==> src/design/sms_pkg.sv <==
// Shared constants and carrier types for the supply supervisor block.
// Assumes a 25 MHz APB clock and comparator levels from the analog side.

package sms_pkg;

  // ----------------------------------------------------------------
  // Register map (byte addresses, one 32-bit word each)
  // ----------------------------------------------------------------
  localparam logic [7:0]  ADDR_CTRL      = 8'h00; // Run, checksum, reset
  localparam logic [7:0]  ADDR_CFG       = 8'h04; // Locked while running
  localparam logic [7:0]  ADDR_CLEAN     = 8'h08; // Clean-current config
  localparam logic [7:0]  ADDR_INT_STAT  = 8'h0C; // Interrupt status
  localparam logic [7:0]  ADDR_MISC_STAT = 8'h10; // Supply present bits
  localparam int          ADDR_W         = 8;     // Decoded address bits

  // ----------------------------------------------------------------
  // Field positions
  // ----------------------------------------------------------------
  localparam int CTRL_RUN_BIT   = 0;  // Monitoring run bit
  localparam int CTRL_CRC_BIT   = 1;  // Checksum trigger, self-clearing
  localparam int CTRL_SWRST_BIT = 2;  // Software reset, self-clearing
  localparam int MISC_LOW_BIT   = 0;  // Low supply present
  localparam int MISC_HIGH_BIT  = 1;  // High supply present
  localparam int MISC_RUN_BIT   = 2;  // Monitoring active

  // ----------------------------------------------------------------
  // Reset values and timing
  // ----------------------------------------------------------------
  localparam logic [31:0] CFG_RST     = 32'h0000_0000; // Config default
  localparam logic [31:0] CLEAN_RST   = 32'h0000_0000; // Clean default
  localparam logic [31:0] DATA_ZERO   = 32'h0000_0000; // Unmapped read
  localparam int          INIT_CNT_W  = 4;             // Init count width
  localparam logic [3:0]  INIT_CYCLES = 4'hF;          // Factory load time

  // ----------------------------------------------------------------
  // Carrier types
  // ----------------------------------------------------------------
  // Interrupt status word, bit 0 at the bottom
  typedef struct packed {
    logic switch_change_event;    // Bit 4
    logic high_supply_event_bit;  // Bit 3
    logic low_supply_event_bit;   // Bit 2
    logic trim_check_error;       // Bit 1
    logic power_up;               // Bit 0
  } sms_irq_t;

  // Pin and comparator levels that cross into the pclk domain
  typedef struct packed {
    logic cs_n;         // Serial chip select, active low
    logic hw_reset;     // Hardware reset pin, active high
    logic por_ok;       // Supply above power-on level
    logic low_supply;   // Below low_supply_fall_level, hysteresis applied
    logic high_supply;  // Above high_supply_rise_level, hysteresis applied
  } sms_pins_t;

  localparam int        PINS_W   = $bits(sms_pins_t);
  localparam sms_pins_t PINS_RST = '{cs_n: 1'b1, default: 1'b0};

  // Supervisor states
  typedef enum logic [2:0] {
    SMS_ST_RESET,  // Held in reset, registers cleared
    SMS_ST_INIT,   // Loading defaults and factory settings
    SMS_ST_CHECK,  // Factory settings self-check
    SMS_ST_READY,  // Configurable, monitoring stopped
    SMS_ST_RUN,    // Wetting current and monitoring on
    SMS_ST_FAULT   // Supply fault, sources off
  } sms_state_t;

endpackage

==> src/design/sms_supervisor.sv <==
// Supervisor for a switch-monitoring device: power-up and reset sequence,
// run control with configuration lock, supply fault entry and recovery,
// interrupt status and serial status flags, APB register access.
// Assumes pclk at 25 MHz; serial core, polling logic and comparators sit
// outside and exchange single-cycle pulses and levels with this block.
//
// Functional notes
// - Power-on release loads defaults, flags power-up.
// - Failed factory self-check sets trim error.
// - Run bit set starts wetting and monitoring.
// - Configuration locked while running, listed exceptions.
// - Run bit clear stops monitoring, unlocks config.
// - Hardware reset high: stop, clear registers.
// - Reset release: defaults, reinit, flag power-up.
// - Software reset bit reinitialises, flags power-up.
// - Supply fault turns sources off, halts monitoring.
// - Low supply entry: interrupt, event, present bit.
// - High supply entry: interrupt, event, present bit.
// - Pending supply fault raises serial other-flag.
// - Chip select rise clears status if read.
// - Faults keep serial and registers intact.
// - Persisting fault raises no further interrupt.
// - Low supply recovery: interrupt, event, present clear.
// - High supply recovery: interrupt, event, present clear.
// - Recovery resumes with settings, polling restarts.
// - First poll after recovery flags switch change.
// - Power-on fall resets and clears everything.
// - Reset with pending interrupt within 1 ms.
//
// The address map and the APB register port were chosen for this implementation.

`timescale 1ns/1ns

module sms_supervisor (
  input  wire logic        pclk,
  input  wire logic        presetn,
  input  wire logic        clk_en,
  // APB slave
  input  wire logic        psel,
  input  wire logic        penable,
  input  wire logic        pwrite,
  input  wire logic [31:0] paddr,
  input  wire logic [31:0] pwdata,
  output logic      [31:0] prdata,
  output logic             pready,
  output logic             pslverr,
  // Pins and comparator levels from outside the clock domain
  input  wire logic        cs_n,
  input  wire logic        hw_reset,
  input  wire logic        por_ok,
  input  wire logic        low_supply,
  input  wire logic        high_supply,
  // Same-domain inputs from factory load and polling logic
  input  wire logic        trim_ok,
  input  wire logic        poll_done,
  input  wire logic        switch_change_in,
  // Outputs to pins and neighbouring logic
  output logic             int_n,
  output logic             int_n_oe,
  output logic             pup_serial_flag,
  output logic             other_irq_serial_flag,
  output logic             serial_en,
  output logic             wetting_en,
  output logic             monitor_en,
  output logic             poll_restart,
  output logic             crc_start,
  output logic      [31:0] cfg_word,
  output logic      [31:0] clean_cfg_reg
);

  // ----------------------------------------------------------------
  // State
  // ----------------------------------------------------------------
  typedef struct packed {
    sms_pkg::sms_state_t          st;         // Supervisor state
    logic [sms_pkg::INIT_CNT_W-1:0] cnt;      // Init progress
    logic                         run;        // Monitoring run bit
    logic [31:0]                  cfg;        // Lockable configuration
    logic [31:0]                  clean;      // Clean-current config
    sms_pkg::sms_irq_t            irq;        // Interrupt status
    logic                         low_pres;   // Low supply present
    logic                         high_pres;  // High supply present
    logic                         irq_read;   // Status read this frame
    logic                         cs_q;       // Last chip select level
    logic                         low_q;      // Last low supply level
    logic                         high_q;     // Last high supply level
    logic                         base_wait;  // Waiting baseline poll
    logic                         poll_rst;   // Polling restart pulse
    logic                         crc_go;     // Checksum start pulse
    logic                         wet;        // Wetting current on
    logic                         mon;        // Monitoring on
    logic                         ser;        // Serial link enabled
    logic                         intn;       // Interrupt pin level
    logic                         pup;        // Serial power-up flag
    logic                         oi;         // Serial other-irq flag
    logic                         rdy;        // APB ready
    logic                         err;        // APB error
    logic [31:0]                  rdata;      // APB read data
  } sms_regs_t;

  sms_regs_t          r;      // Registered state
  sms_regs_t          nxt;    // Next state
  sms_pkg::sms_pins_t pins;   // Synchronised pin levels
  sms_pkg::sms_pins_t raw;    // Raw pin levels

  // ----------------------------------------------------------------
  // Pin synchronisers
  // ----------------------------------------------------------------
  // Group raw levels for the synchroniser
  assign raw = '{cs_n: cs_n, hw_reset: hw_reset, por_ok: por_ok,
                 low_supply: low_supply, high_supply: high_supply};

  // All pin levels pass three stages with agreement
  sms_sync #(
    .W   (sms_pkg::PINS_W),
    .RST (sms_pkg::PINS_RST)
  ) u_sync (
    .clk    (pclk),
    .rst_n  (presetn),
    .clk_en (clk_en),
    .din    (raw),
    .dout   (pins)
  );

  // ----------------------------------------------------------------
  // Next-state logic
  // ----------------------------------------------------------------
  logic              hard_rst;  // Pin reset or power-on fall
  logic              fault;     // Any supply fault present
  logic              cs_rise;   // End of a serial frame
  logic              acc;       // APB access phase
  logic              done;      // APB transfer completes this edge
  logic              wr;        // Write completes this edge
  logic              rd;        // Read completes this edge
  logic [sms_pkg::ADDR_W-1:0] addr;  // Decoded address
  logic              mapped;    // Address hits a register
  logic              operating; // Past initialisation
  sms_pkg::sms_irq_t ev;        // Events raised this cycle

  always_comb begin
    nxt       = r;
    ev        = '0;
    nxt.poll_rst = 1'b0;
    nxt.crc_go   = 1'b0;
    // Reset sources, pin and supply
    hard_rst  = pins.hw_reset | ~pins.por_ok;
    fault     = pins.low_supply | pins.high_supply;
    operating = (r.st == sms_pkg::SMS_ST_READY) ||
                (r.st == sms_pkg::SMS_ST_RUN) ||
                (r.st == sms_pkg::SMS_ST_FAULT);

    // Chip select rising edge marks the end of a frame
    cs_rise  = pins.cs_n & ~r.cs_q;
    nxt.cs_q = pins.cs_n;
    // APB: ready one cycle into the access phase
    acc     = psel & penable;
    done    = acc & r.rdy;
    wr      = done & pwrite;
    rd      = done & ~pwrite;
    addr    = paddr[sms_pkg::ADDR_W-1:0];
    mapped  = (paddr[31:sms_pkg::ADDR_W] == '0) &&
              ((addr == sms_pkg::ADDR_CTRL) ||
               (addr == sms_pkg::ADDR_CFG) ||
               (addr == sms_pkg::ADDR_CLEAN) ||
               (addr == sms_pkg::ADDR_INT_STAT) ||
               (addr == sms_pkg::ADDR_MISC_STAT));
    nxt.rdy = acc & ~r.rdy;
    nxt.err = acc & ~r.rdy & ~mapped;
    // Read data captured with ready, registers stay readable
    // Unmapped reads keep the zero default
    nxt.rdata = sms_pkg::DATA_ZERO;
    if (acc && !r.rdy && !pwrite && mapped) begin
      case (addr)
        sms_pkg::ADDR_CTRL:     nxt.rdata[sms_pkg::CTRL_RUN_BIT] = r.run;
        sms_pkg::ADDR_CFG:      nxt.rdata = r.cfg;
        sms_pkg::ADDR_CLEAN:    nxt.rdata = r.clean;
        sms_pkg::ADDR_INT_STAT: nxt.rdata = 32'(r.irq);
        sms_pkg::ADDR_MISC_STAT: begin
          nxt.rdata[sms_pkg::MISC_LOW_BIT]  = r.low_pres;
          nxt.rdata[sms_pkg::MISC_HIGH_BIT] = r.high_pres;
          nxt.rdata[sms_pkg::MISC_RUN_BIT]  = r.mon;
        end
        default:                nxt.rdata = sms_pkg::DATA_ZERO;
      endcase
    end
    // Status read marks the frame for clearing
    if (rd && mapped && addr == sms_pkg::ADDR_INT_STAT) begin
      nxt.irq_read = 1'b1;
    end
    // Register writes
    if (wr && mapped) begin
      case (addr)
        sms_pkg::ADDR_CTRL: begin
          // Run bit always writable
          nxt.run    = pwdata[sms_pkg::CTRL_RUN_BIT];
          nxt.crc_go = pwdata[sms_pkg::CTRL_CRC_BIT];
        end
        sms_pkg::ADDR_CFG: begin
          // Locked while running
          if (!r.run) begin
            nxt.cfg = pwdata;
          end
        end
        sms_pkg::ADDR_CLEAN: begin
          // Clean-current config writable at all times
          nxt.clean = pwdata;
        end
        default: ;  // Status words are read-only
      endcase
    end
    // Supply edges, one event per entry and per recovery
    nxt.low_q  = pins.low_supply;
    nxt.high_q = pins.high_supply;
    if (operating) begin
      if (pins.low_supply != r.low_q) begin
        ev.low_supply_event_bit = 1'b1;
        nxt.low_pres            = pins.low_supply;
      end
      if (pins.high_supply != r.high_q) begin
        ev.high_supply_event_bit = 1'b1;
        nxt.high_pres            = pins.high_supply;
      end
      // First poll after recovery becomes the baseline
      if (poll_done && r.base_wait) begin
        ev.switch_change_event = 1'b1;
        nxt.base_wait          = 1'b0;
      end else if (switch_change_in && !r.base_wait) begin
        ev.switch_change_event = 1'b1;
      end
    end
    // Status clear on frame end if read; new events win
    if (cs_rise && r.irq_read) begin
      nxt.irq      = ev;
      nxt.irq_read = 1'b0;
    end else begin
      nxt.irq = r.irq | ev;
    end
    // Supervisor sequence
    case (r.st)
      sms_pkg::SMS_ST_RESET: begin
        if (!hard_rst) begin
          nxt.st  = sms_pkg::SMS_ST_INIT;
          nxt.cnt = '0;
        end
      end
      sms_pkg::SMS_ST_INIT: begin
        // Defaults load while factory settings are programmed
        nxt.cfg   = sms_pkg::CFG_RST;
        nxt.clean = sms_pkg::CLEAN_RST;
        nxt.run   = 1'b0;
        nxt.cnt   = r.cnt + 1'b1;
        if (r.cnt == sms_pkg::INIT_CYCLES) begin
          nxt.st = sms_pkg::SMS_ST_CHECK;
        end
      end
      sms_pkg::SMS_ST_CHECK: begin
        // Power-up flag, with trim error on a failed
        nxt.irq.power_up         = 1'b1;
        nxt.irq.trim_check_error = ~trim_ok;
        nxt.low_q     = 1'b0;
        nxt.high_q    = 1'b0;
        nxt.st        = sms_pkg::SMS_ST_READY;
      end
      sms_pkg::SMS_ST_READY: begin
        if (nxt.run && !fault) begin
          nxt.st = sms_pkg::SMS_ST_RUN;
        end
      end
      sms_pkg::SMS_ST_RUN: begin
        if (fault) begin
          nxt.st = sms_pkg::SMS_ST_FAULT;
        end else if (!nxt.run) begin
          nxt.st = sms_pkg::SMS_ST_READY;
        end
      end
      sms_pkg::SMS_ST_FAULT: begin
        // Resume with current settings, restart polling
        if (!fault) begin
          if (nxt.run) begin
            nxt.st        = sms_pkg::SMS_ST_RUN;
            nxt.poll_rst  = 1'b1;
            nxt.base_wait = 1'b1;
          end else begin
            nxt.st = sms_pkg::SMS_ST_READY;
          end
        end else if (!nxt.run) begin
          nxt.st = sms_pkg::SMS_ST_READY;
        end
      end
      default: nxt.st = sms_pkg::SMS_ST_RESET;
    endcase
    // Software reset reinitialises everything
    if (wr && mapped && addr == sms_pkg::ADDR_CTRL &&
        pwdata[sms_pkg::CTRL_SWRST_BIT]) begin
      nxt.st        = sms_pkg::SMS_ST_INIT;
      nxt.cnt       = '0;
      nxt.irq       = '0;
      nxt.irq_read  = 1'b0;
      nxt.low_pres  = 1'b0;
      nxt.high_pres = 1'b0;
      nxt.base_wait = 1'b0;
      nxt.crc_go    = 1'b0;
    end
    // Pin reset or power-on fall clears all, no wait
    if (hard_rst) begin
      nxt.st        = sms_pkg::SMS_ST_RESET;
      nxt.cnt       = '0;
      nxt.run       = 1'b0;
      nxt.cfg       = '0;
      nxt.clean     = '0;
      nxt.irq       = '0;
      nxt.low_pres  = 1'b0;
      nxt.high_pres = 1'b0;
      nxt.irq_read  = 1'b0;
      nxt.base_wait = 1'b0;
      nxt.crc_go    = 1'b0;
      nxt.poll_rst  = 1'b0;
    end
    // Pin and flag levels follow the next state
    nxt.wet  = (nxt.st == sms_pkg::SMS_ST_RUN);
    nxt.mon  = (nxt.st == sms_pkg::SMS_ST_RUN);
    nxt.ser  = (nxt.st != sms_pkg::SMS_ST_RESET);
    nxt.intn = ~(|nxt.irq);
    nxt.pup  = nxt.irq.power_up;
    nxt.oi   = nxt.irq.low_supply_event_bit |
               nxt.irq.high_supply_event_bit;
  end

  // ----------------------------------------------------------------
  // State register
  // ----------------------------------------------------------------
  // All state frozen while clk_en is low
  always_ff @(posedge pclk or negedge presetn) begin
    if (!presetn) begin
      r      <= '0;
      r.st   <= sms_pkg::SMS_ST_RESET;
      r.cs_q <= 1'b1;
      r.intn <= 1'b1;
    end else if (clk_en) begin
      r <= nxt;
    end
  end

  // ----------------------------------------------------------------
  // Outputs, each straight from the state register except int_n, tied low, and int_n_oe, the inverse of r.intn
  // ----------------------------------------------------------------
  assign prdata                = r.rdata;
  assign pready                = r.rdy;
  assign pslverr               = r.err;
  assign int_n                 = 1'b0;     // Open drain pulls low only
  assign int_n_oe              = ~r.intn;  // Drive while pending
  assign pup_serial_flag       = r.pup;
  assign other_irq_serial_flag = r.oi;
  assign serial_en             = r.ser;
  assign wetting_en            = r.wet;
  assign monitor_en            = r.mon;
  assign poll_restart          = r.poll_rst;
  assign crc_start             = r.crc_go;
  assign cfg_word              = r.cfg;
  assign clean_cfg_reg         = r.clean;

endmodule

==> src/design/sms_sync.sv <==
// Three-stage synchroniser with agreement filter for pin levels.
// Assumes inputs are asynchronous to clk; output changes only when the
// second and third stages agree.

`timescale 1ns/1ns

module sms_sync #(
  parameter int             W   = 1,
  parameter logic [W-1:0]   RST = '0
) (
  input  wire logic         clk,
  input  wire logic         rst_n,
  input  wire logic         clk_en,
  input  wire logic [W-1:0] din,
  output logic      [W-1:0] dout
);

  // ----------------------------------------------------------------
  // State
  // ----------------------------------------------------------------
  typedef struct packed {
    logic [W-1:0] s1;   // First stage, read only by s2
    logic [W-1:0] s2;   // Second stage
    logic [W-1:0] s3;   // Third stage
    logic [W-1:0] out;  // Filtered level
  } sms_sync_t;

  sms_sync_t r;    // Registered state
  sms_sync_t nxt;  // Next state

  // Shift and accept bits where the last two stages agree
  always_comb begin
    nxt    = r;
    nxt.s1 = din;
    nxt.s2 = r.s1;
    nxt.s3 = r.s2;
    for (int i = 0; i < W; i++) begin
      if (r.s2[i] == r.s3[i]) begin
        nxt.out[i] = r.s3[i];
      end
    end
  end

  // State register, frozen while clk_en is low
  always_ff @(posedge clk or negedge rst_n) begin
    if (!rst_n) begin
      r <= {RST, RST, RST, RST};
    end else if (clk_en) begin
      r <= nxt;
    end
  end

  assign dout = r.out;

endmodule

==> config.mk <==
export PLATFORM = sky130hd
export DESIGN_NAME = sms_supervisor
export DESIGN_NICKNAME = d
export VERILOG_FILES = /design/src/design/sms_pkg.sv /design/src/design/sms_supervisor.sv /design/src/design/sms_sync.sv
export SDC_FILE = /design/constraint.sdc
export NUM_CORES = 1
export LEC_CHECK = 0
export BUFFER_PORTS_ARGS = -buffer_cell sky130_fd_sc_hd__buf_2
export CORE_MARGIN = 2
export CORE_UTILIZATION = 56
export CTS_CLUSTER_DIAMETER = 120
export DETAILED_ROUTE_END_ITERATION = 16
export PLACE_DENSITY = 0.94
export SLEW_MARGIN = 25
export SYNTH_ARGS = -nofsm -noshare
export SYNTH_HDL_FRONTEND = slang
export SYNTH_SLANG_ARGS = --single-unit
==> constraint.sdc <==
create_clock -name pclk -period 3.88 [get_ports pclk]
set_input_delay 0.194 -clock pclk [delete_from_list [all_inputs] [get_ports pclk]]
set_output_delay 0.194 -clock pclk [all_outputs]
set_load 0.05 [all_outputs]
==> results of run 1 <==
==> worst register-to-register path: stages (launching register included) <==
cell	delay, ns
dfrtp_1	0.48
and4_1	0.33
nand4_1	0.22
nor3_2	0.44
a21o_1	0.37
o21ai_0	0.30
a22o_1	0.33
==> stage by stage <==
stage          worst slack (ns)  power (mW)
2_1_floorplan             1.457       1.958
3_3_place_gp              1.163       2.097
3_5_place_dp              1.098       2.118
4_1_cts                   1.398       3.698
5_1_grt                   1.103       3.815
6_report                  1.301       3.670
==> cells in the mapped netlist (all sizes together), types with 3 or more instances <==
cell,number
dfrtp,138
buf,111
mux2,77
o2bb2ai,35
o21ai,33
a22oi,30
and2,30
nor2,28
nand2,27
clkbuf,22
inv,13
nor4,11
a21oi,8
a22o,8
nand4,7
dfstp,6
nand3,6
nor3,6
a31oi,4
nor2b,4
o31ai,4
a21o,3
xnor2,3
==> metal layers <==
| metal | part of all wire | up-vias | track usage |
|---|---|---|---|
| met5 | 0 | - | 0 |
| met4 | 0.019 | 0 | 0.1034 |
| met3 | 0.066 | 36 | 0.05068 |
| met2 | 0.52 | 266 | 0.4393 |
| met1 | 0.40 | 2736 | 0.3146 |
| li1 | - | 2423 | - |
==> cells by family (layout without fill, tap and decap cells) <==
| kind of cell | count (synthesis) | in the layout | synth area share |
|---|---|---|---|
| DFF | 144 | 144 | 0.4917 |
| AOI/OAI and AO/OA | 145 | 145 | 0.1479 |
| buffers and inverters | 146 | 245 | 0.1302 |
| other | 1 | 1 | 0.0005107 |
| xor gates and xnor gates | 3 | 3 | 0.003579 |
| and+or+nand+nor | 133 | 133 | 0.1036 |
| adders and majority gates | 1 | 1 | 0.001704 |
| muxes | 79 | 79 | 0.1208 |
==> cell type report <==
type                    instances  area [um2]
inverters                      13       48.80
clock inverters                10       105.1
well taps                     172       215.2
multi-input cells             362        2796
fillers                       957        4407
clock buffers                  22       474.2
flip-flops and latches        144        3611
repair buffers                200        1065
==> what timing repair did <==
| action | 4_1_cts | 5_1_grt |
|---|---|---|
| hold endpoints to repair | 96 | 0 |
| hold buffers | 6 | 0 |
| buffers inserted | 0 | 0 |
==> path summary, 6_finish.rpt <==
| path | startpoint | end | slack, ns |
|---|---|---|---|
| max | pready$_DFFE_PN0P_ | r[51]$_DFFE_PN0P_ | 1.30 |
| min | high_supply | u_sync.nxt[10]$_DFFE_PN0P_ | 0.02 |
| max reg2reg | pready$_DFFE_PN0P_ | r[51]$_DFFE_PN0P_ | 1.30 |
| min reg2reg | prdata[17]$_DFFE_PN0P_ | prdata[17]$_DFFE_PN0P_ | 0.49 |
| max in group asynchronous | presetn | cfg_word[3]$_DFFE_PN0P_ | 2.51 |
| min in group asynchronous | presetn | prdata[21]$_DFFE_PN0P_ | 0.44 |
==> power by group through the flow <==
stage,logic (mW),clock network (mW),registers [mW]
after floorplan,0.308,0,1.65
after global placement,0.432,0,1.67
after detailed placement,0.444,0,1.67
after CTS,0.453,1.60,1.65
after global routing,0.497,1.66,1.66
final,0.456,1.56,1.65
==> impl_metrics.env, run 1 <==
export IMPL_report_final_setup_viol=0
export IMPL_post_route_util=0.6536
export IMPL_antenna_violations_before_repair=0
export IMPL_switching_share=0.2688
export IMPL_synthTopCellsByArea="dfrtp_1 (47%), buf_4 (10%), mux2_1 (9.0%)"
export IMPL_ys_ff_latch=144
export IMPL_core_area_um2=12720
export IMPL_most_common_layout_cells="buf_2 (182), dfrtp_1 (138), mux2_1 (59), o2bb2ai_1 (35)"
export IMPL_ant_nets=0
export IMPL_first_pass_iters=5
export IMPL_hp_class="in -> reg"
export IMPL_synth_seq_area_share=0.4917
export IMPL_largest_delay_contributor_family_on_the_critical_path="compound AO/OA/AOI/OAI gates"
export IMPL_synthFlopType="dfrtp_1"
export IMPL_synth_top_cell_area_share=0.4703
export IMPL_routed_via_density=5.917
export IMPL_h_tree_depth=4
export IMPL_syn_mean_instance_area_um2=11.26
export IMPL_layoutNonFillerInstCount=923
export IMPL_hold_ws_ns=0.02164
export IMPL_reg2reg_depth=6
export IMPL_setup_worst_path_start_class="flop"
export IMPL_rsz_0062_raised_after_global_routing="no"
export IMPL_portBuffers=183
export IMPL_clkTransAtPathRegs_ns=0.06
export IMPL_timing_final_hold_violations=0
export IMPL_slew_limit_headroom=0.4326
export IMPL_clock_skew_final_ns=0.005661
export IMPL_power_per_cell_area_nw_per_um2=441.4
export IMPL_timing_hold_worst_path_depth=2
export IMPL_start_util=0.5772
export IMPL_seq_power_share=0.450
export IMPL_fmax_ghz=0.3877
export IMPL_cp_end_kind="flop"
export IMPL_gp_weighted_congestion=0.8841
export IMPL_mostFrequentLayoutCell="buf_2"
export IMPL_total_switching_power_uw=986.4
export IMPL_layout_nets=817
export IMPL_vdd_drop_max_mv=0.4200
export IMPL_combinationalPowerShare=0.124
export IMPL_numCtsBuffers=17
export IMPL_synthCells=652
export IMPL_cts_resized=0
export IMPL_antennaDiodeCount=0
export IMPL_max_cap_viol_count=0
export IMPL_grt_first_pass_wirelength_um=28150
export IMPL_postRouteWirelength_um=17370
export IMPL_rows=41
export IMPL_post_detail_place_hpwl_um=11880
export IMPL_period_needed_ns=2.579
export IMPL_fin_setup_tns_ns=0
export IMPL_timing_critical_path_cells="and4_1 -> nand4_1 -> nor3_2 -> a21o_1 -> o21ai_0 -> a22o_1"
export IMPL_placed_cells_incl_taps=885
export IMPL_synth_async_sr_flop_share=1.000
export IMPL_globalRoute_totalOverflow=0
export IMPL_drive_above_1_share=0.3529
export IMPL_finish_instance_area_um2=8315
export IMPL_run_status="complete, no violations"
export IMPL_drtIter0Drc=526
export IMPL_groute_usage_overall=0.2551
export IMPL_grt_start_max_net_pins=97
export IMPL_internal_power_mw=2.684
export IMPL_yosys_cell_types_count=63
export IMPL_die_width_um=118.5
export IMPL_vias_in_the_first_global_route=5494
export IMPL_criticalPathCategory="reg -> reg"
export IMPL_clock_insertion_delay_at_the_later_pin_of_the_skew_report_ns=0.42
export IMPL_postSynthNetCount=731
export IMPL_syn_cell_area_um2=7343
export IMPL_cts_buffer_depth=2
export IMPL_worstPathBufferInverterCount=0
export IMPL_tightest_slew_ns=0.8511
export IMPL_power_share_clock=0.426
export IMPL_root_buffer="clkbuf_16"
export IMPL_critPathArrivalTime_ns=2.88
export IMPL_critPathSlowestCell="dfrtp_1"
export IMPL_slew_viol_final=0
export IMPL_clock_sinks=144
export IMPL_leakage_nw=4.194
export IMPL_synth_edf_count=0
export IMPL_post_placement_cell_area_um2=7676
export IMPL_io_pin_count=185
export IMPL_cp_num_cells=6
export IMPL_timing_final_crit_share=0.6648
export IMPL_drc_errors=0
export IMPL_die_area_um2=14040
export IMPL_routed_via_count=5461
export IMPL_synth_area_leader_cell="dfrtp_1"
export IMPL_drt_wirelength_per_cell_um=18.81
export IMPL_critPathMaxFanout=9
export IMPL_timing_critical_path_required_ns=4.18
export IMPL_number_of_warning_messages_in_the_yosys_log=0
export IMPL_chip_height_um=118.5
export IMPL_max_stage_delay_ns=0.48
export IMPL_tritoncts="yes"
export IMPL_area_growth_synth_to_final_pct=13.24
Power figures use the tool's default switching activity.
==> inputs of run 2 (changes only) <==
--- a/config.mk
+++ b/config.mk
@@ -5,12 +5,13 @@
 export SDC_FILE = /design/constraint.sdc
 export NUM_CORES = 1
 export LEC_CHECK = 0
+export ABC_AREA = 1
 export BUFFER_PORTS_ARGS = -buffer_cell sky130_fd_sc_hd__buf_2
 export CORE_MARGIN = 2
-export CORE_UTILIZATION = 56
+export CORE_UTILIZATION = 54
 export CTS_CLUSTER_DIAMETER = 120
 export DETAILED_ROUTE_END_ITERATION = 16
-export PLACE_DENSITY = 0.94
+export PLACE_DENSITY = 0.92
 export SLEW_MARGIN = 25
 export SYNTH_ARGS = -nofsm -noshare
 export SYNTH_HDL_FRONTEND = slang
==> constraint.sdc (replaced) <==
create_clock -name pclk -period 2.6 [get_ports pclk]
set_input_delay 0.13 -clock pclk [delete_from_list [all_inputs] [get_ports pclk]]
set_output_delay 0.13 -clock pclk [all_outputs]
set_load 0.05 [all_outputs]
==> run 2 against run 1 <==
Compared with the run above:
- combinational power grew 55%
- non-clock buffer count is 9 higher
- critical endpoint is now clean_cfg_reg[19]$_DFFE_PN0P_
- critical path type unchanged
- cell count grew 24%
- area after synthesis barely moved
- sequential share of layout area shrank 0.58 points
- setup slack worse by 0.89 ns
- utilization fell by 1.7 points
- highest routed layer unchanged
- global-route usage grew 1.2 points
- first-iteration DRC count increased by 2.9%
- critical path depth grew 2
- via count is 17% higher
- clock power is 52% higher
==> impl_metrics.env, run 2 <==
export IMPL_number_of_warning_messages_in_the_yosys_log=0
export IMPL_min_from="pwdata[17]"
export IMPL_internal_power_mw=3.995
export IMPL_hold_ws_ns=0.01519
export IMPL_clkTransAtPathRegs_ns=0.06
export IMPL_die_area_um2=14560
export IMPL_postRouteWirelength_um=18880
export IMPL_report_final_setup_viol=0
export IMPL_most_common_layout_cells="nand2_1 (212), buf_2 (182), dfrtp_1 (138), o21ai_0 (84), nand3_1 (74)"
export IMPL_drc_errors=0
export IMPL_synth_seq_area_share=0.4914
export IMPL_layout_filler_cells=1119
export IMPL_seq_power_share=0.438
export IMPL_rows=42
export IMPL_gp_weighted_congestion=0.9379
export IMPL_globalRoute_totalOverflow=0
export IMPL_vdd_drop_max_mv=0.4529
export IMPL_syn_mean_instance_area_um2=8.427
export IMPL_leakage_nw=4.380
export IMPL_cts_buffer_depth=2
export IMPL_run_status="complete, no violations"
export IMPL_setup_worst_path_start_class="flop"
export IMPL_yosys_cell_types_count=45
export IMPL_slew_viol_final=0
export IMPL_antennaDiodeCount=0
export IMPL_h_tree_depth=4
export IMPL_mostFrequentLayoutCell="nand2_1"
export IMPL_critPathArrivalTime_ns=2.51
export IMPL_post_place_ws_ns=0.4405
export IMPL_first_pass_iters=5
export IMPL_slew_limit_headroom=0.6488
export IMPL_hold_buf_count_cts=10
export IMPL_combinationalPowerShare=0.129
export IMPL_timing_hold_worst_endpoint="cfg_word[17]$_DFFE_PN0P_"
export IMPL_chip_height_um=120.7
export IMPL_total_switching_power_mw=1.486
export IMPL_synthFlopType="dfrtp_1"
export IMPL_worstSetupStartpoint="u_sync.dout[3]$_DFFE_PN0P_"
export IMPL_clock_skew_final_ns=0.009735
export IMPL_ant_nets=0
export IMPL_routed_via_count=6409
export IMPL_clock_insertion_delay_at_the_later_pin_of_the_skew_report_ns=0.42
export IMPL_synth_compound_gate_area_share=0.1381
export IMPL_synth_xor_area_frac=0.003576
export IMPL_layout_nets=1039
export IMPL_yosysMostFrequentCell="nand2_1"
export IMPL_grt_first_pass_wirelength_um=30300
export IMPL_area_growth_synth_to_final_pct=14.69
export IMPL_ys_ff_latch=144
export IMPL_postSynthNetCount=951
export IMPL_drt_wirelength_per_cell_um=16.44
export IMPL_cp_end_kind="flop"
export IMPL_root_buffer="clkbuf_16"
export IMPL_switching_share=0.2711
export IMPL_setup_bufs_post_cts=0
export IMPL_criticalPathCategory="reg -> reg"
export IMPL_die_width_um=120.7
export IMPL_critPathMaxFanout=46
export IMPL_hp_class="in -> reg"
export IMPL_period_needed_ns=2.189
export IMPL_antenna_violations_before_repair=0
export IMPL_synth_async_sr_flop_share=1.000
export IMPL_tritoncts="yes"
export IMPL_portBuffers=183
export IMPL_rr_startpoint="u_sync.dout[3]$_DFFE_PN0P_"
export IMPL_clock_sinks=144
export IMPL_post_synthesis_simple_gate_area_fraction=0.2142
export IMPL_reg2reg_depth=8
export IMPL_worstReg2RegEnd="clean_cfg_reg[19]$_DFFE_PN0P_"
export IMPL_io_pin_count=185
export IMPL_vias_in_the_first_global_route=6189
export IMPL_power_share_clock=0.433
export IMPL_groute_usage_overall=0.2668
export IMPL_timing_final_hold_violations=0
export IMPL_rsz_0062_raised_after_global_routing="no"
export IMPL_max_cap_viol_count=0
export IMPL_fmax_ghz=0.4568
export IMPL_synth_area_leader_cell="dfrtp_1"
export IMPL_core_area_um2=13240
export IMPL_timing_final_crit_share=0.8421
export IMPL_synthTopCellsByArea="dfrtp_1 (47%), nand2_1 (11%), buf_4 (10%)"
export IMPL_grt_start_max_net_pins=78
export IMPL_synth_top_family_by_area="simple AND/OR/NAND/NOR gates"
export IMPL_synth_edf_count=0
export IMPL_start_util=0.5549
export IMPL_routed_via_density=5.578
export IMPL_numCtsBuffers=17
export IMPL_power_per_cell_area_nw_per_um2=650.4
export IMPL_cts_resized=0
export IMPL_synth_adder_area_share=0.001703
export IMPL_drtIter0Drc=541
export IMPL_r2r_setup_slack_ns=0.41
export IMPL_post_detail_place_hpwl_um=13040
export IMPL_post_route_worst_setup_slack_ns=0.4106
export IMPL_fin_setup_tns_ns=0
export IMPL_timing_hold_worst_path_depth=3
export IMPL_tightest_slew_ns=0.5244
export IMPL_synth_mux_area_fraction=0
export IMPL_synth_top_cell_area_share=0.4699
export IMPL_timing_critical_path_required_ns=2.92
export IMPL_syn_cell_area_um2=7348
export IMPL_drive_above_1_share=0.2682
export IMPL_synthCells=872
export IMPL_synth_cells_most_frequent="nand2_1 (212), dfrtp_1 (138), buf_4 (100)"
-- run 2: cells by family after synthesis --
logic type / count (synthesis)
and+or+nand+nor: 366
xor gates and xnor gates: 3
other: 1
DFF: 144
buffers and inverters: 191
AOI/OAI and AO/OA: 166
adders and majority gates: 1
-- run 2: metrics by stage --
step / instance area (um2) / utilization / total power [mW] / std cells
2_1_floorplan: 7348 / - / 2.841 / 872
3_3_place_gp: 7752 / 0.5854 / 3.095 / 1107
3_5_place_dp: 7752 / 0.5854 / 3.117 / 1107
4_1_cts: 8428 / 0.6364 / 5.495 / 1149
5_1_grt: 8428 / 0.6364 / 5.694 / 1149
6_report: 8428 / 0.6364 / 5.482 / 1149
-- run 2: routing by layer --
metal | share of wire | GRT usage | vias to the layer above
met1 | 0.41 | 0.3476 | 3056
met2 | 0.48 | 0.4287 | 337
met3 | 0.080 | 0.05991 | 48
li1 | - | - | 2968
met5 | 0 | 0 | -
met4 | 0.036 | 0.1170 | 0
-- run 2: cell type report --
cell class	count	area [um2]	share of cell area
flip-flops and latches	144	3611	0.4284
multi-input cells	537	2645	0.3138
repair buffers	209	1180	0.1400
clock buffers	22	464.2	0.05508
well taps	176	220.2	0.02613
inverters	51	196.4	0.02331
clock inverters	10	111.4	0.01321
-- run 2: worst max-delay path by stage --
stage                                    endpoint  cells past startpoint
floorplan                      r[125]$_DFFE_PN0P_                     10
global placement           prdata[16]$_DFFE_PN0P_                     13
detailed placement         prdata[15]$_DFFE_PN0P_                     13
CTS                 clean_cfg_reg[19]$_DFFE_PN0P_                      8
global route         clean_cfg_reg[1]$_DFFE_PN0P_                      8
finish              clean_cfg_reg[19]$_DFFE_PN0P_                      8
-- run 2: critical path: stages, from the launching register on --
cell	delay (ns)
dfrtp_1	0.41
nor2_1	0.36
nand2_1	0.20
inv_2	0.24
nand2_1	0.17
o211ai_4	0.26
buf_12	0.28
nand2_1	0.07
o21ai_0	0.09
-- run 2: power by group through the flow --
| stage | Combinational (mW) | Clock, mW | Sequential (mW) |
|---|---|---|---|
| 2_1_floorplan | 0.381 | 0 | 2.46 |
| 3_3_place_gp | 0.661 | 0 | 2.43 |
| 3_5_place_dp | 0.679 | 0 | 2.44 |
| 4_1_cts | 0.699 | 2.40 | 2.40 |
| 5_1_grt | 0.772 | 2.51 | 2.41 |
| 6_report | 0.707 | 2.37 | 2.40 |
==> inputs of run 3 (changes only) <==
==> constraint.sdc (replaced) <==
create_clock -name pclk -period 2.2 [get_ports pclk]
set_input_delay 0.11 -clock pclk [delete_from_list [all_inputs] [get_ports pclk]]
set_output_delay 0.11 -clock pclk [all_outputs]
set_load 0.05 [all_outputs]
==> run 3 against run 2 <==
Compared with the run above:
- sequential power is 18% higher
- routed wire length is 2.9% higher
- critical path type unchanged
- first-iteration DRC count is 8.1% higher
- clock power is 14% higher
- combinational power is 21% higher
- largest cell class unchanged
- register-to-register slack worse by 0.26 ns
- critical endpoint is now r[119]$_DFFE_PN0P_
- cell count is 2.3% higher
==> impl_metrics.env, run 3 (same netlist as run 2, synthesis figures left out) <==
export IMPL_run_status="complete, no violations"
export IMPL_timing_critical_path_required_ns=2.51
export IMPL_antenna_violations_before_repair=0
export IMPL_io_pin_count=185
export IMPL_setup_worst_path_start_class="flop"
export IMPL_gp_weighted_congestion=0.9150
export IMPL_post_placement_cell_area_um2=7775
export IMPL_grt_first_pass_wirelength_um=31660
export IMPL_rows=42
export IMPL_vias_in_the_first_global_route=6440
export IMPL_post_layout_total_power_mw=6.388
export IMPL_routed_via_density=5.444
export IMPL_cts_buffer_depth=2
export IMPL_start_util=0.5549
export IMPL_first_pass_iters=8
export IMPL_numCtsBuffers=17
export IMPL_groute_usage_overall=0.2788
export IMPL_drive_above_1_share=0.2675
export IMPL_finish_instance_area_um2=8655
export IMPL_period_needed_ns=2.054
export IMPL_layout_filler_cells=1031
export IMPL_clkTransAtPathRegs_ns=0.06
export IMPL_fin_setup_tns_ns=0
export IMPL_chip_height_um=120.7
export IMPL_area_growth_synth_to_final_pct=17.78
export IMPL_critPathArrivalTime_ns=2.37
export IMPL_drt_wirelength_per_cell_um=16.54
export IMPL_core_area_um2=13240
export IMPL_root_buffer="clkbuf_16"
export IMPL_most_common_layout_cells="nand2_1 (212), buf_2 (182), dfrtp_1 (138), o21ai_0 (84), nand3_1 (74)"
export IMPL_grt_start_max_net_pins=68
export IMPL_timing_final_hold_violations=0
export IMPL_fmax_ghz=0.4870
export IMPL_drc_errors=0
export IMPL_timing_final_crit_share=0.9334
export IMPL_max_cap_viol_count=0
export IMPL_clock_skew_final_ns=0.007917
export IMPL_portBuffers=183
export IMPL_hp_class="in -> reg"
export IMPL_layout_nets=1064
export IMPL_tritoncts="yes"
export IMPL_h_tree_depth=4
export IMPL_power_per_cell_area_nw_per_um2=738.2
export IMPL_critPathMaxFanout=23
export IMPL_ant_nets=0
export IMPL_placed_cells_incl_taps=1110
export IMPL_hold_ws_ns=0.01382
export IMPL_clock_insertion_delay_at_the_later_pin_of_the_skew_report_ns=0.43
export IMPL_layoutNonFillerInstCount=1175
export IMPL_die_area_um2=14560
export IMPL_routed_via_count=6397
export IMPL_report_final_setup_viol=0
export IMPL_slew_limit_headroom=0.5758
export IMPL_slew_viol_final=0
export IMPL_mostFrequentLayoutCell="nand2_1"
export IMPL_criticalPathCategory="reg -> reg"
export IMPL_die_width_um=120.7
export IMPL_leakage_nw=4.471
export IMPL_post_detail_place_hpwl_um=13120
export IMPL_cp_end_kind="flop"
export IMPL_rsz_0062_raised_after_global_routing="no"
export IMPL_tightest_slew_ns=0.6362
export IMPL_clock_sinks=144
export IMPL_globalRoute_totalOverflow=0
export IMPL_vdd_drop_max_mv=0.4921
export IMPL_postRouteWirelength_um=19440
export IMPL_drtIter0Drc=585
-- run 3: cell types whose count changed in the layout (fill, tap and decap cells not counted), sizes merged --
| cell | previous run | this run |
|---|---|---|
| clkinvlp | 3 | 4 |
| bufinv | 2 | 0 |
| diode | 0 | 1 |
| clkbuf | 22 | 17 |
| buf | 199 | 202 |
| inv | 51 | 57 |
| dlygate4sd3 | 10 | 32 |
-- run 3: final timing paths --
| kind | startpoint | to | slack, ns | depth (start not counted) |
|---|---|---|---|---|
| max in group asynchronous | presetn | prdata[23]$_DFFE_PN0P_ | 1.21 | 3 |
| hold / removal | pwdata[31] | cfg_word[31]$_DFFE_PN0P_ | 0.01 | 3 |
| hold reg to reg | r[36]$_DFFE_PN1P_ | r[36]$_DFFE_PN1P_ | 0.47 | 2 |
| setup reg to reg | r[123]$_DFFE_PN0P_ | r[119]$_DFFE_PN0P_ | 0.15 | 9 |
| setup / recovery | r[123]$_DFFE_PN0P_ | r[119]$_DFFE_PN0P_ | 0.15 | 9 |
| min in group asynchronous | presetn | pready$_DFFE_PN0P_ | 0.25 | 2 |
-- run 3: per-stage QoR --
step,worst slack [ns],utilization
CTS,0.1292,0.6531
finish,0.1464,0.6535
floorplan,0.3120,-
detailed placement,0.1038,0.5871
global route,0.04112,0.6533
global placement,0.1393,0.5871
-- run 3: repair_timing --
| action | 4_1_cts | 5_1_grt |
|---|---|---|
| hold endpoints to repair | 103 | 0 |
| buffers inserted | 0 | 0 |
| endpoints found under the setup margin | 0 | 19 |
| hold buffers | 32 | 0 |
| gates resized for setup | 0 | 1 |
-- run 3: critical path, stage by stage (launching register included) --
cell and delay [ns]:
dfrtp_1 0.45, inv_2 0.09, nor3_2 0.24, inv_2 0.09, nand2_1 0.15, inv_2 0.07
buf_4 0.23, a31oi_2 0.36, o21ai_1 0.13, o21a_1 0.12
-- run 3: cell type report --
| class | count | area [um2] | area share |
|---|---|---|---|
| inverters | 51 | 196.4 | 0.02270 |
| repair buffers | 234 | 1426 | 0.1648 |
| multi-input cells | 537 | 2645 | 0.3056 |
| diodes | 1 | 2.502 | 0.0002891 |
| well taps | 176 | 220.2 | 0.02544 |
| clock inverters | 15 | 127.6 | 0.01475 |
| flip-flops and latches | 144 | 3611 | 0.4172 |
| clock buffers | 17 | 425.4 | 0.04915 |
-- run 3: report_power, final --
| part | switching [mW] | internal (mW) |
|---|---|---|
| Combinational | 0.595 | 0.264 |
| Sequential | 0.0809 | 2.76 |
| Clock | 1.22 | 1.47 |
-- run 3: routing by layer --
layer | vias up | share of wire | GRT usage
li1 | 3019 | - | -
met1 | 2995 | 0.40 | 0.3413
met2 | 336 | 0.49 | 0.4605
met3 | 47 | 0.082 | 0.08160
met4 | 0 | 0.032 | 0.1185
met5 | - | 0 | 0
